<file path="src/safe_out_pkg.sv">
// constants, field positions and types of the safe output slave control
// assumes a 10 MHz single clock and a bus front end on the same clock
// ============================================================
// Overview of operation
// - answer on a safety-related address and a standard address
// - selector on safety position: address assignment writes the safety address
// - safety profile read gives id F, io 7, tens and units digits
// - selector on run position: address assignment writes the standard address
// - safe output mirrors the monitor second release circuit state
// - whole shutdown chain finishes within 70 ms worst case
// - parameter bit 1 at 0 enables functional switching, 1 disables, default disabled
// - functional enable output bit also gates the circuit when active
// - disrupted reception switches output off until a help signal
// - fault of 140 ms or more accepts only help signal 1
// - fault shorter than 140 ms requires help signal 2
// - three standard inputs and two independent standard outputs
// - normal communication: bus led steady green, fault led dark
// - no data exchange: fault led steady red
// - overload: fault led flashes red, bus led green
// - standard address 0: bus led flashes green, fault led red
// - output overload turns off all standard outputs
// - waiting for help signal reports 1 on fourth input bit
package safe_out_pkg;
    // ========================================================
    // timing
    localparam int CLK_PERIOD_NS = 100;
    localparam int MS_NS         = 1000000;
    localparam int CYCLES_PER_MS = MS_NS / CLK_PERIOD_NS;
    localparam int RESPONSE_MS   = 70;
    localparam logic [7:0] LONG_FAULT_MS = 8'h8c;
    localparam logic [7:0] FAULT_TOL_MS  = 8'h14;
    localparam logic [7:0] STD_LOSS_MS   = 8'h32;
    localparam logic [7:0] FLASH_MS      = 8'hfa;
    localparam logic [7:0] MS_MAX        = 8'hff;

    // ========================================================
    // widths and fields
    localparam int ADDR_W    = 5;
    localparam int NIB_W     = 4;
    localparam int PARAM_FUNC_BIT = 1;
    localparam int CMD_OUT_A = 0;
    localparam int CMD_OUT_B = 1;
    localparam int CMD_FUNC  = 2;
    localparam int ACK_BIT   = 3;
    localparam int PIN_W     = 6;
    localparam logic [ADDR_W-1:0] ADDR_RESET = 5'h00;
    localparam logic [ADDR_W-1:0] DEC_BASE   = 5'h0a;

    // ========================================================
    // profiles; standard profile values are arbitrary
    localparam logic [NIB_W-1:0] SAFE_ID  = 4'hf;
    localparam logic [NIB_W-1:0] SAFE_IO  = 4'h7;
    localparam logic [NIB_W-1:0] STD_ID   = 4'ha;
    localparam logic [NIB_W-1:0] STD_IO   = 4'h7;
    localparam logic [NIB_W-1:0] STD_ID1  = 4'h7;
    localparam logic [NIB_W-1:0] STD_ID2  = 4'he;

    typedef enum logic [1:0] {SAFE_INIT, SAFE_RUN, SAFE_WAIT} safe_state_t;
endpackage : safe_out_pkg

</file>
<file path="src/pin_sync.sv">
// two-stage synchroniser for the front pins
// assumes asynchronous pin levels and one clock
`timescale 1ns/1ns
module pin_sync #(
    parameter int W = 1
) (
    // clock and reset
    input  wire logic         clk_i,
    input  wire logic         resetn_i,
    // pins and synchronised levels
    input  wire logic [W-1:0] pin_i,
    output logic      [W-1:0] level_o
);
    typedef struct packed {
        logic [W-1:0] meta;
        logic [W-1:0] held;
    } sync_st_t;

    sync_st_t st;
    sync_st_t next_st;

    // ========================================================
    // two flops per bit
    always_comb begin
        next_st.meta = pin_i;
        next_st.held = st.meta;
    end

    always_ff @(posedge clk_i or negedge resetn_i) begin
        if (!resetn_i) begin
            st <= '0;
        end else begin
            st <= next_st;
        end
    end

    assign level_o = st.held;
endmodule : pin_sync

</file>
<file path="src/safe_output_slave_control.sv">
// control of the two-address safe output slave
// assumes a bus front end on clk_i delivering decoded events, pins raw
`timescale 1ns/1ns
module safe_output_slave_control
    import safe_out_pkg::*;
#(
    parameter int MS_CYCLES = CYCLES_PER_MS
) (
    // clock and reset
    input  wire logic                              clk_i,
    input  wire logic                              resetn_i,
    // front pins
    input  wire logic                              sel_safe_pin_i,
    input  wire logic [2:0]                        std_in_pin_i,
    input  wire logic                              sensor_ovl_pin_i,
    input  wire logic                              output_ovl_pin_i,
    // address assignment and profile read
    input  wire logic                              addr_assign_i,
    input  wire logic [safe_out_pkg::ADDR_W-1:0]   addr_value_i,
    input  wire logic                              profile_read_i,
    output logic                                   profile_valid_o,
    output logic      [safe_out_pkg::NIB_W-1:0]    profile_id_o,
    output logic      [safe_out_pkg::NIB_W-1:0]    profile_io_o,
    output logic      [safe_out_pkg::NIB_W-1:0]    profile_id1_o,
    output logic      [safe_out_pkg::NIB_W-1:0]    profile_id2_o,
    output logic      [safe_out_pkg::ADDR_W-1:0]   safe_addr_o,
    output logic      [safe_out_pkg::ADDR_W-1:0]   std_addr_o,
    // monitor code sequence, decoded
    input  wire logic                              seq_valid_i,
    input  wire logic [safe_out_pkg::ADDR_W-1:0]   seq_addr_i,
    input  wire logic                              seq_error_i,
    input  wire logic                              seq_enable_i,
    input  wire logic                              seq_help1_i,
    input  wire logic                              seq_help2_i,
    // standard slave exchange
    input  wire logic                              std_exchange_i,
    input  wire logic [safe_out_pkg::NIB_W-1:0]    std_cmd_i,
    input  wire logic                              param_write_i,
    input  wire logic [safe_out_pkg::NIB_W-1:0]    param_i,
    output logic      [safe_out_pkg::NIB_W-1:0]    std_in_o,
    output logic      [1:0]                        std_out_o,
    output logic                                   io_error_o,
    // safe output and leds
    output logic                                   safe_out_o,
    output logic                                   bus_led_o,
    output logic                                   fault_led_o
);
    import safe_out_pkg::*;

    typedef struct packed {
        safe_state_t       state;
        logic [ADDR_W-1:0] safe_addr;
        logic [ADDR_W-1:0] std_addr;
        logic              func_dis;
        logic [2:0]        std_cmd;
        logic              en_rx;
        logic [7:0]        gap_ms;
        logic [7:0]        fault_ms;
        logic [7:0]        std_gap_ms;
        logic              fault_on;
        logic              safe_out;
        logic [1:0]        std_out;
        logic [NIB_W-1:0]  std_in;
        logic              io_err;
        logic              bus_led;
        logic              fault_led;
        logic              prof_valid;
        logic [NIB_W-1:0]  prof_id;
        logic [NIB_W-1:0]  prof_io;
        logic [NIB_W-1:0]  prof_id1;
        logic [NIB_W-1:0]  prof_id2;
    } ctl_st_t;

    ctl_st_t st;
    ctl_st_t next_st;

    logic [PIN_W-1:0] pins;
    logic             ms_tick;
    logic             flash;
    logic             sel_safe;
    logic             ovl_sensor;
    logic             ovl_output;
    logic             good;
    logic             bad;
    logic             long_fault;
    logic             ack_ok;
    logic             comm_ok;

    // ========================================================
    // pins and tick
    pin_sync #(.W(PIN_W)) u_sync (
        .clk_i    (clk_i),
        .resetn_i (resetn_i),
        .pin_i    ({output_ovl_pin_i, sensor_ovl_pin_i,
                    std_in_pin_i, sel_safe_pin_i}),
        .level_o  (pins)
    );

    tick_gen #(.MS_CYCLES(MS_CYCLES)) u_tick (
        .clk_i     (clk_i),
        .resetn_i  (resetn_i),
        .ms_tick_o (ms_tick),
        .flash_o   (flash)
    );

    assign sel_safe   = pins[0];
    assign ovl_sensor = pins[4];
    assign ovl_output = pins[5];

    // ========================================================
    // reception qualifiers
    assign good = seq_valid_i && (seq_addr_i == st.safe_addr)
                  && !seq_error_i;
    assign bad  = (seq_valid_i && (seq_addr_i == st.safe_addr)
                   && seq_error_i)
                  || (st.gap_ms >= FAULT_TOL_MS);
    assign long_fault = (st.fault_ms >= LONG_FAULT_MS);
    assign ack_ok = long_fault ? seq_help1_i
                               : seq_help2_i;
    assign comm_ok = (st.std_gap_ms < STD_LOSS_MS);

    // ========================================================
    // next state
    always_comb begin
        logic [ADDR_W-1:0] units;
        logic [NIB_W-1:0]  tens;
        units = st.safe_addr;
        tens  = '0;
        next_st = st;
        next_st.prof_valid = 1'b0;

        // address assignment
        if (addr_assign_i) begin
            if (sel_safe) begin
                next_st.safe_addr = addr_value_i;
            end else begin
                next_st.std_addr = addr_value_i;
            end
        end

        // profile read
        for (int k = 0; k < 3; k++) begin
            if (units >= DEC_BASE) begin
                units = units - DEC_BASE;
                tens  = tens + 4'h1;
            end
        end
        if (profile_read_i) begin
            next_st.prof_valid = 1'b1;
            if (sel_safe) begin
                next_st.prof_id  = SAFE_ID;
                next_st.prof_io  = SAFE_IO;
                next_st.prof_id1 = tens;
                next_st.prof_id2 = NIB_W'(units);
            end else begin
                next_st.prof_id  = STD_ID;
                next_st.prof_io  = STD_IO;
                next_st.prof_id1 = STD_ID1;
                next_st.prof_id2 = STD_ID2;
            end
        end

        // standard slave
        if (param_write_i) begin
            next_st.func_dis = param_i[PARAM_FUNC_BIT];
        end
        if (std_exchange_i) begin
            next_st.std_cmd    = std_cmd_i[2:0];
            next_st.std_gap_ms = '0;
        end else if (ms_tick && st.std_gap_ms != MS_MAX) begin
            next_st.std_gap_ms = st.std_gap_ms + 8'h01;
        end
        next_st.std_out = ovl_output ? 2'b00
                        : {st.std_cmd[CMD_OUT_B], st.std_cmd[CMD_OUT_A]};
        next_st.std_in[2:0] = ovl_sensor ? 3'b000 : pins[3:1];
        next_st.std_in[ACK_BIT] = (st.state == SAFE_WAIT);
        next_st.io_err = ovl_sensor || ovl_output;

        // reception gap in ms
        if (good) begin
            next_st.gap_ms = '0;
            next_st.en_rx  = seq_enable_i;
        end else if (ms_tick && st.gap_ms != MS_MAX) begin
            next_st.gap_ms = st.gap_ms + 8'h01;
        end

        // safe state machine
        case (st.state)
            SAFE_INIT: begin
                if (good && seq_enable_i) begin
                    next_st.state = SAFE_RUN;
                end
            end
            SAFE_RUN: begin
                if (bad) begin
                    next_st.state    = SAFE_WAIT;
                    next_st.fault_on = 1'b1;
                    next_st.fault_ms = st.gap_ms;
                    next_st.en_rx    = 1'b0;
                end
            end
            SAFE_WAIT: begin
                if (bad) begin
                    next_st.fault_on = 1'b1;
                end else if (good) begin
                    next_st.fault_on = 1'b0;
                end
                if (st.fault_on && ms_tick && st.fault_ms != MS_MAX) begin
                    next_st.fault_ms = st.fault_ms + 8'h01;
                end
                if (good && ack_ok) begin
                    next_st.state    = SAFE_RUN;
                    next_st.fault_on = 1'b0;
                end
            end
            default: begin
                next_st.state = SAFE_INIT;
            end
        endcase

        // safe output, one cycle after its cause
        next_st.safe_out = (st.state == SAFE_RUN) && !bad && st.en_rx
                           && (st.func_dis || st.std_cmd[CMD_FUNC]);

        // leds
        if (st.std_addr == ADDR_RESET) begin
            next_st.bus_led   = flash;
            next_st.fault_led = 1'b1;
        end else if (!comm_ok) begin
            next_st.bus_led   = 1'b1;
            next_st.fault_led = 1'b1;
        end else if (ovl_sensor || ovl_output) begin
            next_st.bus_led   = 1'b1;
            next_st.fault_led = flash;
        end else begin
            next_st.bus_led   = 1'b1;
            next_st.fault_led = 1'b0;
        end
    end

    always_ff @(posedge clk_i or negedge resetn_i) begin
        if (!resetn_i) begin
            st          <= '0;
            st.state    <= SAFE_INIT;
            st.func_dis <= 1'b1;
        end else begin
            st <= next_st;
        end
    end

    // ========================================================
    // outputs
    assign profile_valid_o = st.prof_valid;
    assign profile_id_o    = st.prof_id;
    assign profile_io_o    = st.prof_io;
    assign profile_id1_o   = st.prof_id1;
    assign profile_id2_o   = st.prof_id2;
    assign safe_addr_o     = st.safe_addr;
    assign std_addr_o      = st.std_addr;
    assign std_in_o        = st.std_in;
    assign std_out_o       = st.std_out;
    assign io_error_o      = st.io_err;
    assign safe_out_o      = st.safe_out;
    assign bus_led_o       = st.bus_led;
    assign fault_led_o     = st.fault_led;
endmodule : safe_output_slave_control

</file>
<file path="src/tick_gen.sv">
// millisecond tick and led flash toggle
// assumes one clock; ms_cycles sets the divider
`timescale 1ns/1ns
module tick_gen
    import safe_out_pkg::*;
#(
    parameter int MS_CYCLES = CYCLES_PER_MS
) (
    // clock and reset
    input  wire logic clk_i,
    input  wire logic resetn_i,
    // enables
    output logic      ms_tick_o,
    output logic      flash_o
);
    typedef struct packed {
        logic [15:0] div;
        logic [7:0]  fms;
        logic        tick;
        logic        flash;
    } tick_st_t;

    tick_st_t st;
    tick_st_t next_st;

    // ========================================================
    // divider
    always_comb begin
        next_st      = st;
        next_st.tick = 1'b0;
        if (st.div == 16'(MS_CYCLES - 1)) begin
            next_st.div  = '0;
            next_st.tick = 1'b1;
        end else begin
            next_st.div = st.div + 16'h0001;
        end
        if (st.tick) begin
            if (st.fms == FLASH_MS - 8'h01) begin
                next_st.fms   = '0;
                next_st.flash = ~st.flash;
            end else begin
                next_st.fms = st.fms + 8'h01;
            end
        end
    end

    always_ff @(posedge clk_i or negedge resetn_i) begin
        if (!resetn_i) begin
            st <= '0;
        end else begin
            st <= next_st;
        end
    end

    assign ms_tick_o = st.tick;
    assign flash_o   = st.flash;
endmodule : tick_gen
</file>
<file path="config.mk">
export PLATFORM = sky130hd
export DESIGN_NAME = safe_output_slave_control
export DESIGN_NICKNAME = d
export VERILOG_FILES = /design/src/safe_out_pkg.sv /design/src/pin_sync.sv /design/src/safe_output_slave_control.sv /design/src/tick_gen.sv
export SDC_FILE = /design/constraint.sdc
export NUM_CORES = 1
export LEC_CHECK = 0
export BUFFER_PORTS_ARGS = -buffer_cell sky130_fd_sc_hd__clkbuf_2
export CAP_MARGIN = 20
export CORE_MARGIN = 3
export CORE_UTILIZATION = 64
export CTS_BUF_LIST = sky130_fd_sc_hd__clkbuf_4 sky130_fd_sc_hd__clkbuf_8
export DETAILED_ROUTE_END_ITERATION = 16
export GPL_ROUTABILITY_DRIVEN = 0
export GPL_TIMING_DRIVEN = 1
export PLACE_DENSITY_LB_ADDON = 0.15
export SETUP_SLACK_MARGIN = 0.3
export SLEW_MARGIN = 20
export SYNTH_ARGS = -nofsm -noshare
export SYNTH_HDL_FRONTEND = slang
export SYNTH_HIERARCHICAL = 1
export SYNTH_SLANG_ARGS = --single-unit
</file>
<file path="constraint.sdc">
create_clock -name clk_i -period 5.15 [get_ports clk_i]
set_input_delay 0 -clock clk_i [delete_from_list [all_inputs] [get_ports clk_i]]
set_output_delay 0 -clock clk_i [all_outputs]
set_load 0.02 [all_outputs]
</file>
# [Yosys cells after proc, flatten, opt, wreduce, memory -nomap -nowiden]
# Index checks and enable logic that the tools add are counted.
[totals] reg_bits=107 out_inout_bits=37
[op_classes] n_addsub=10 order_cmp=6 n_eq_ne=13 n_mux=36 bitwise=2 n_reduce_logical=28
[op_table] operator="$mux 8" count=7
[op_table] operator="$add 8x1->8 const B" count=4
[op_table] operator="$ne 8x8->1 const B" count=3
[op_table] operator="$mux 17" count=1
[op_table] operator="$add 16x1->16 const B" count=1
[op_table] operator="$eq 16x14->1 const B" count=1
[op_table] operator="$mux 16" count=1
[op_table] operator="$pmux 8 s2" count=1
[op_table] operator="$ge 5x4->1 const B" count=3
[op_table] operator="$mux 15" count=1
[op_table] operator="$logic_and 1x1->1" count=12
[op_table] operator="$mux 1" count=12
[op_table] operator="$mux 4" count=3
[op_table] operator="$mux 2" count=5
[op_table] operator="$mux 5" count=2
[op_table] operator="$sub 5x4->5 const B" count=2
[op_table] operator="$reduce_and 3->1" count=3
[op_table] operator="$add 4x1->4 const B" count=2
[op_table] operator="$eq 8x8->1 const B" count=1
[op_table] operator="$ge 8x5->1 const B" count=1
[op_table] operator="$ge 8x8->1 const B" count=1
[op_table] operator="$lt 8x6->1 const B" count=1
[op_table] operator="$pmux 2 s3" count=1
[op_table] operator="$reduce_and 2->1" count=3
[op_table] operator="15 further kinds" count=23

# [Depth between registers and ports, before layout]
[logic_depth] ltp_word=8 mapped_depth=15 ltp_nobuf=13

# [Cells and area by module]
# The synthesis kept the hierarchy.
[modules_own_cells] mod="safe_output_slave_control" instances=1 cells_per_inst=375 area_each_um2=3667.3
[modules_own_cells] mod="tick_gen" instances=1 cells_per_inst=110 area_each_um2=1218.7
[modules_own_cells] mod="pin_sync" instances=1 cells_per_inst=12 area_each_um2=300.3

# [Worst setup path before layout]
# No wires, ideal clock.
[synth_timing] path_kind="reg2reg" start="register st, in the netlist safe_addr_o[1]" end="register st, in the netlist profile_id2_o[1]" arrival_time_ns=3.077 t_required_ns=5.029 setup_slack_ns=1.952 path_stages_with_launch=15 n_path_buf=2 path_cell_list="dfrtp_1 -> buf_6 -> buf_2 -> inv_1 -> ha_1 -> nor2b_1 -> o21ai_0 -> nand4_2 -> a311o_1 -> ha_1 -> o21a_1 -> a32oi_1 -> a31oi_4 -> mux2_2 -> o22a_1"
[synth_via] elab_chain_cells=7 elab_cells_between_ends=10 cone_classes="add/sub: 3; order compare: 3; mux: 4"
[synth_lines] element="start, declared" line_no="safe_output_slave_control.sv:74" source="ctl_st_t st;"
[synth_lines] element="start signal, assigned" line_no="safe_output_slave_control.sv:247" source="st <= next_st;"
[synth_lines] element="$sub 5x4->5 or $ge 5x4->1 (tied branches)" line_no="safe_output_slave_control.sv:144, safe_output_slave_control.sv:143"
[synth_lines] element="$mux 5 (*)" line_no="safe_output_slave_control.sv:143" source="if (units >= DEC_BASE) begin"
[synth_lines] element="$sub 5x4->5 or $ge 5x4->1 (tied branches)" line_no="safe_output_slave_control.sv:144, safe_output_slave_control.sv:143"
[synth_lines] element="$mux 5 (*)" line_no="safe_output_slave_control.sv:143"
[synth_lines] element="$sub 4x4->4 or $ge 5x4->1 (tied branches)" line_no="safe_output_slave_control.sv:144, safe_output_slave_control.sv:143"
[synth_lines] element="$mux 4 (*)" line_no="safe_output_slave_control.sv:143"
[synth_lines] element="$mux 15 (*)" line_no="safe_output_slave_control.sv:150" source="if (sel_safe) begin"
# Every way passes the cells marked *; elsewhere a longest branch is shown, timed or not.
# A chain may end at the register's enable or synchronous reset.

# [Final worst setup path]
[layout_timing] start="register st, in the netlist safe_addr_o[1]" end="register st, in the netlist profile_id2_o[2]"
# Same word-level chain as after synthesis.

==> results.ini <==
[critical_path]
reg2reg_to=profile_id2_o[2]$_DFFE_PN0P_
crit_path_end_kind=flip-flop
worstRegToRegCells=13
cp-startpoint=safe_addr_o[1]$_DFFE_PN0P_
reg2reg_from=safe_addr_o[1]$_DFFE_PN0P_
cp.required_ns=5.41
max_stage_delay_ns=0.71
endpoint=profile_id2_o[2]$_DFFE_PN0P_
crit_fanout=19
cp.arrival_ns=3.99
crit_slowest_cell=dfrtp_1
cp_cell_sequence=inv_1, ha_1, nor2b_1, a21oi_2, inv_2, xnor2_1, xnor2_1, ha_1, inv_1, or3_1, a31oi_4, nor2_1, o32a_1
rrSetupSlack_ns=1.42
worstSetupPathType=flip-flop to flip-flop
crit_path_start_kind=flip-flop

[floorplanning]
initial_core_util=0.664
io_pins=72
dieHeight_um=96.0
rows=32
die_area_um2=9220
fp.dieW_um=96.0
core_area_um2=7810

[synth]
synthArstFlopShare=1.00
ys_seq_elements=100
ys_warn_count=6
synth_edf_count=0
syn_inst=497
synth_area_um2=5190
ys_types=65
synth_top_area_cell=dfrtp_1
synth.avg_cell_area_um2=10.4
synth_top_flop_cell=dfrtp_1
synth_top_area_frac=0.478
synth.area.top_cells=dfrtp_1 48%, buf_4 4.8%, ha_1 4.3%, xor2_1 3.5%, mux2_2 3.3%
yosysSeqAreaShare=0.483

[power]
p_per_area_nw_per_um2=381
vdd_drop_max_uv=313
p_sw_mw=0.787
intPower_mw=1.38
p_seq_frac=0.473
swShare=0.363
power_leakage_nw=2.60
clkPwrFrac=0.218
power_mw=2.17
pwr-share-comb=0.309

[global_routing]
antenna_found_initial=0
grt_pass1_vias=3487
track_usage=0.221
grt_max_degree=73
grt-ovfl-total=0
grt_pass1_wl_mm=16.1

[route]
wirelength_mm=9.50
num_vias=3709
drc=0
via_per_inst=5.71
drtIter0Drc=124
ant_nets=0
drtPass1Iterations=4
detail_route.wl_per_cell_um=14.6

[worst_hold_path]
worstHoldStart=seq_error_i
hold_path.class=input port to flip-flop

[run_status]
status=finished, final reports clean

[sta]
fin_setup_tns_ns=0
period_share=0.725
fmax_mhz=268
setup_viol=0
worst_pin_slew_ns=0.847
finalMaxSlewViolations=0
rsz0062_at_grt=false
timing.slew.headroom=0.435
hold_violations=0
fin_skew_ns=0.00947
whs_ns=0.0242
layout_min_cycle_time_ns=3.73

[finish]
final_cell_mix=99 x dfrtp_1, 64 x clkbuf_2, 42 x nor2_1
final_design_area_no_fill_um2=5700
final_common_cell=dfrtp_1
antenna_cells=0
area_delta_synth_final_pct=9.87
drive_gt1_frac=0.199
nets=596

[clock_tree]
clock-root-buffer=clkbuf_8
clk_pin_slew_ns=0.10
cts_tree=built
htree_levels=3
worstSkewPairLatency_ns=0.36
post_cts_buffers=0
clock_sinks=100
cts_buffer_depth=2
numCtsBuffers=9

[place]
portBuffers=65
dp_hpwl_mm=6.57
place_area_um2=5310

[run]
maxCapViolations=0

[synth_stat cells (3+ instances only)]
cell type  instances
a21o_1             3
nand2_1           25
o22a_1            10
nand2b_1           5
nor2_1            42
and2_1             3
a21oi_1           11
xnor2_1           15
dfrtp_1           99
mux2i_1            9
a211oi_1           3
and4_1             6
xor2_1            21
nor3_1             7
a31oi_1            7
ha_1              18
clkbuf_1           9
or3_1              7
and3_1             8
or2_2              4
mux2_2            15
buf_4             33
nand3_1           21
inv_1             21
o21ai_0           20
nor2b_1           13
buf_2              8
nand4_1           10
[cell families (layout without fill, tap and decap cells)]
logic type,count (synthesis),count (layout),share of synthesized area
AO/OA/AOI/OAI,80,80,0.108
adder cells (fa/ha/maj),18,18,0.0434
other,1,2,0.000723
AND/OR/NAND/NOR,163,163,0.169
XOR/XNOR,36,36,0.0608
flip-flops,100,100,0.483
buffers and inverters,74,124,0.0823
multiplexers,25,25,0.0528
[power groups by stage]
stage	clock network, mW	logic, mW	registers (mW)
2_1_floorplan	0	0.585	0.987
3_3_place_gp	0	0.631	1.03
3_5_place_dp	0	0.659	1.04
4_1_cts	0.492	0.676	1.02
5_1_grt	0.524	0.761	1.05
6_report	0.473	0.671	1.03
[final cells by class]
cell class / instances / area, µm²
Clock buffer: 9 / 124
Clock inverter: 7 / 65.1
Fill cell: 564 / 2110
Inverter: 22 / 82.6
Multi-Input combinational cell: 324 / 2260
Sequential cell: 100 / 2500
Tap cell: 102 / 128
Timing Repair Buffer: 86 / 536
[flip-flops by register name, indices dropped and copies added (netlist names), 2 cells and up]
register	count
std_out_o	2
u_sync/next_st	6
std_in_o	4
profile_id_o	2
u_sync/level_o	6
st	32
std_addr_o	5
safe_addr_o	5
u_tick/st	24
profile_id2_o	4
profile_id1_o	3
[timing repair]
action,in CTS,in global routing
gates resized for setup,0,0
hold buffers,20,0
endpoints found under the hold margin,61,0
[worst min path at each step]
stage	slack [ns]	cells after the start	endpoint
final	0.02	3	st[52]$_DFF_PN0_
after global routing	0.05	3	st[52]$_DFF_PN0_
after CTS	0.006	3	st[52]$_DFF_PN0_
after detailed placement	-0.05	1	profile_id2_o[2]$_DFFE_PN0P_
after global placement	-0.05	1	profile_id2_o[3]$_DFFE_PN0P_
after floorplan	-0.30	0	bus_led_o$_DFF_PN0_
[metrics by stage]
step / utilization / instances / setup WS [ns]
5_1_grt: 0.730 / 650 / 1.12
3_5_place_dp: 0.680 / 614 / 1.43
3_3_place_gp: 0.680 / 614 / 1.54
2_1_floorplan: - / 498 / 1.95
6_report: 0.730 / 650 / 1.42
4_1_cts: 0.730 / 650 / 1.43
[layer usage]
layer,track usage,part of all wire
met1,0.293,0.44
met2,0.365,0.51
met3,0.0414,0.034
met4,0.0735,0.012
met5,0,0
[critical path: cells and delay by family, from the launching register on]
family                     cells  cell delay (ns)
AOI/OAI and AO/OA              3             0.85
adders and majority gates      2             0.62
xor gates and xnor gates       2             0.46
DFF                            1             0.71
and+or+nand+nor                3             0.68
buffers and inverters          3             0.31
Note: power is estimated with default switching activity, not from simulation.
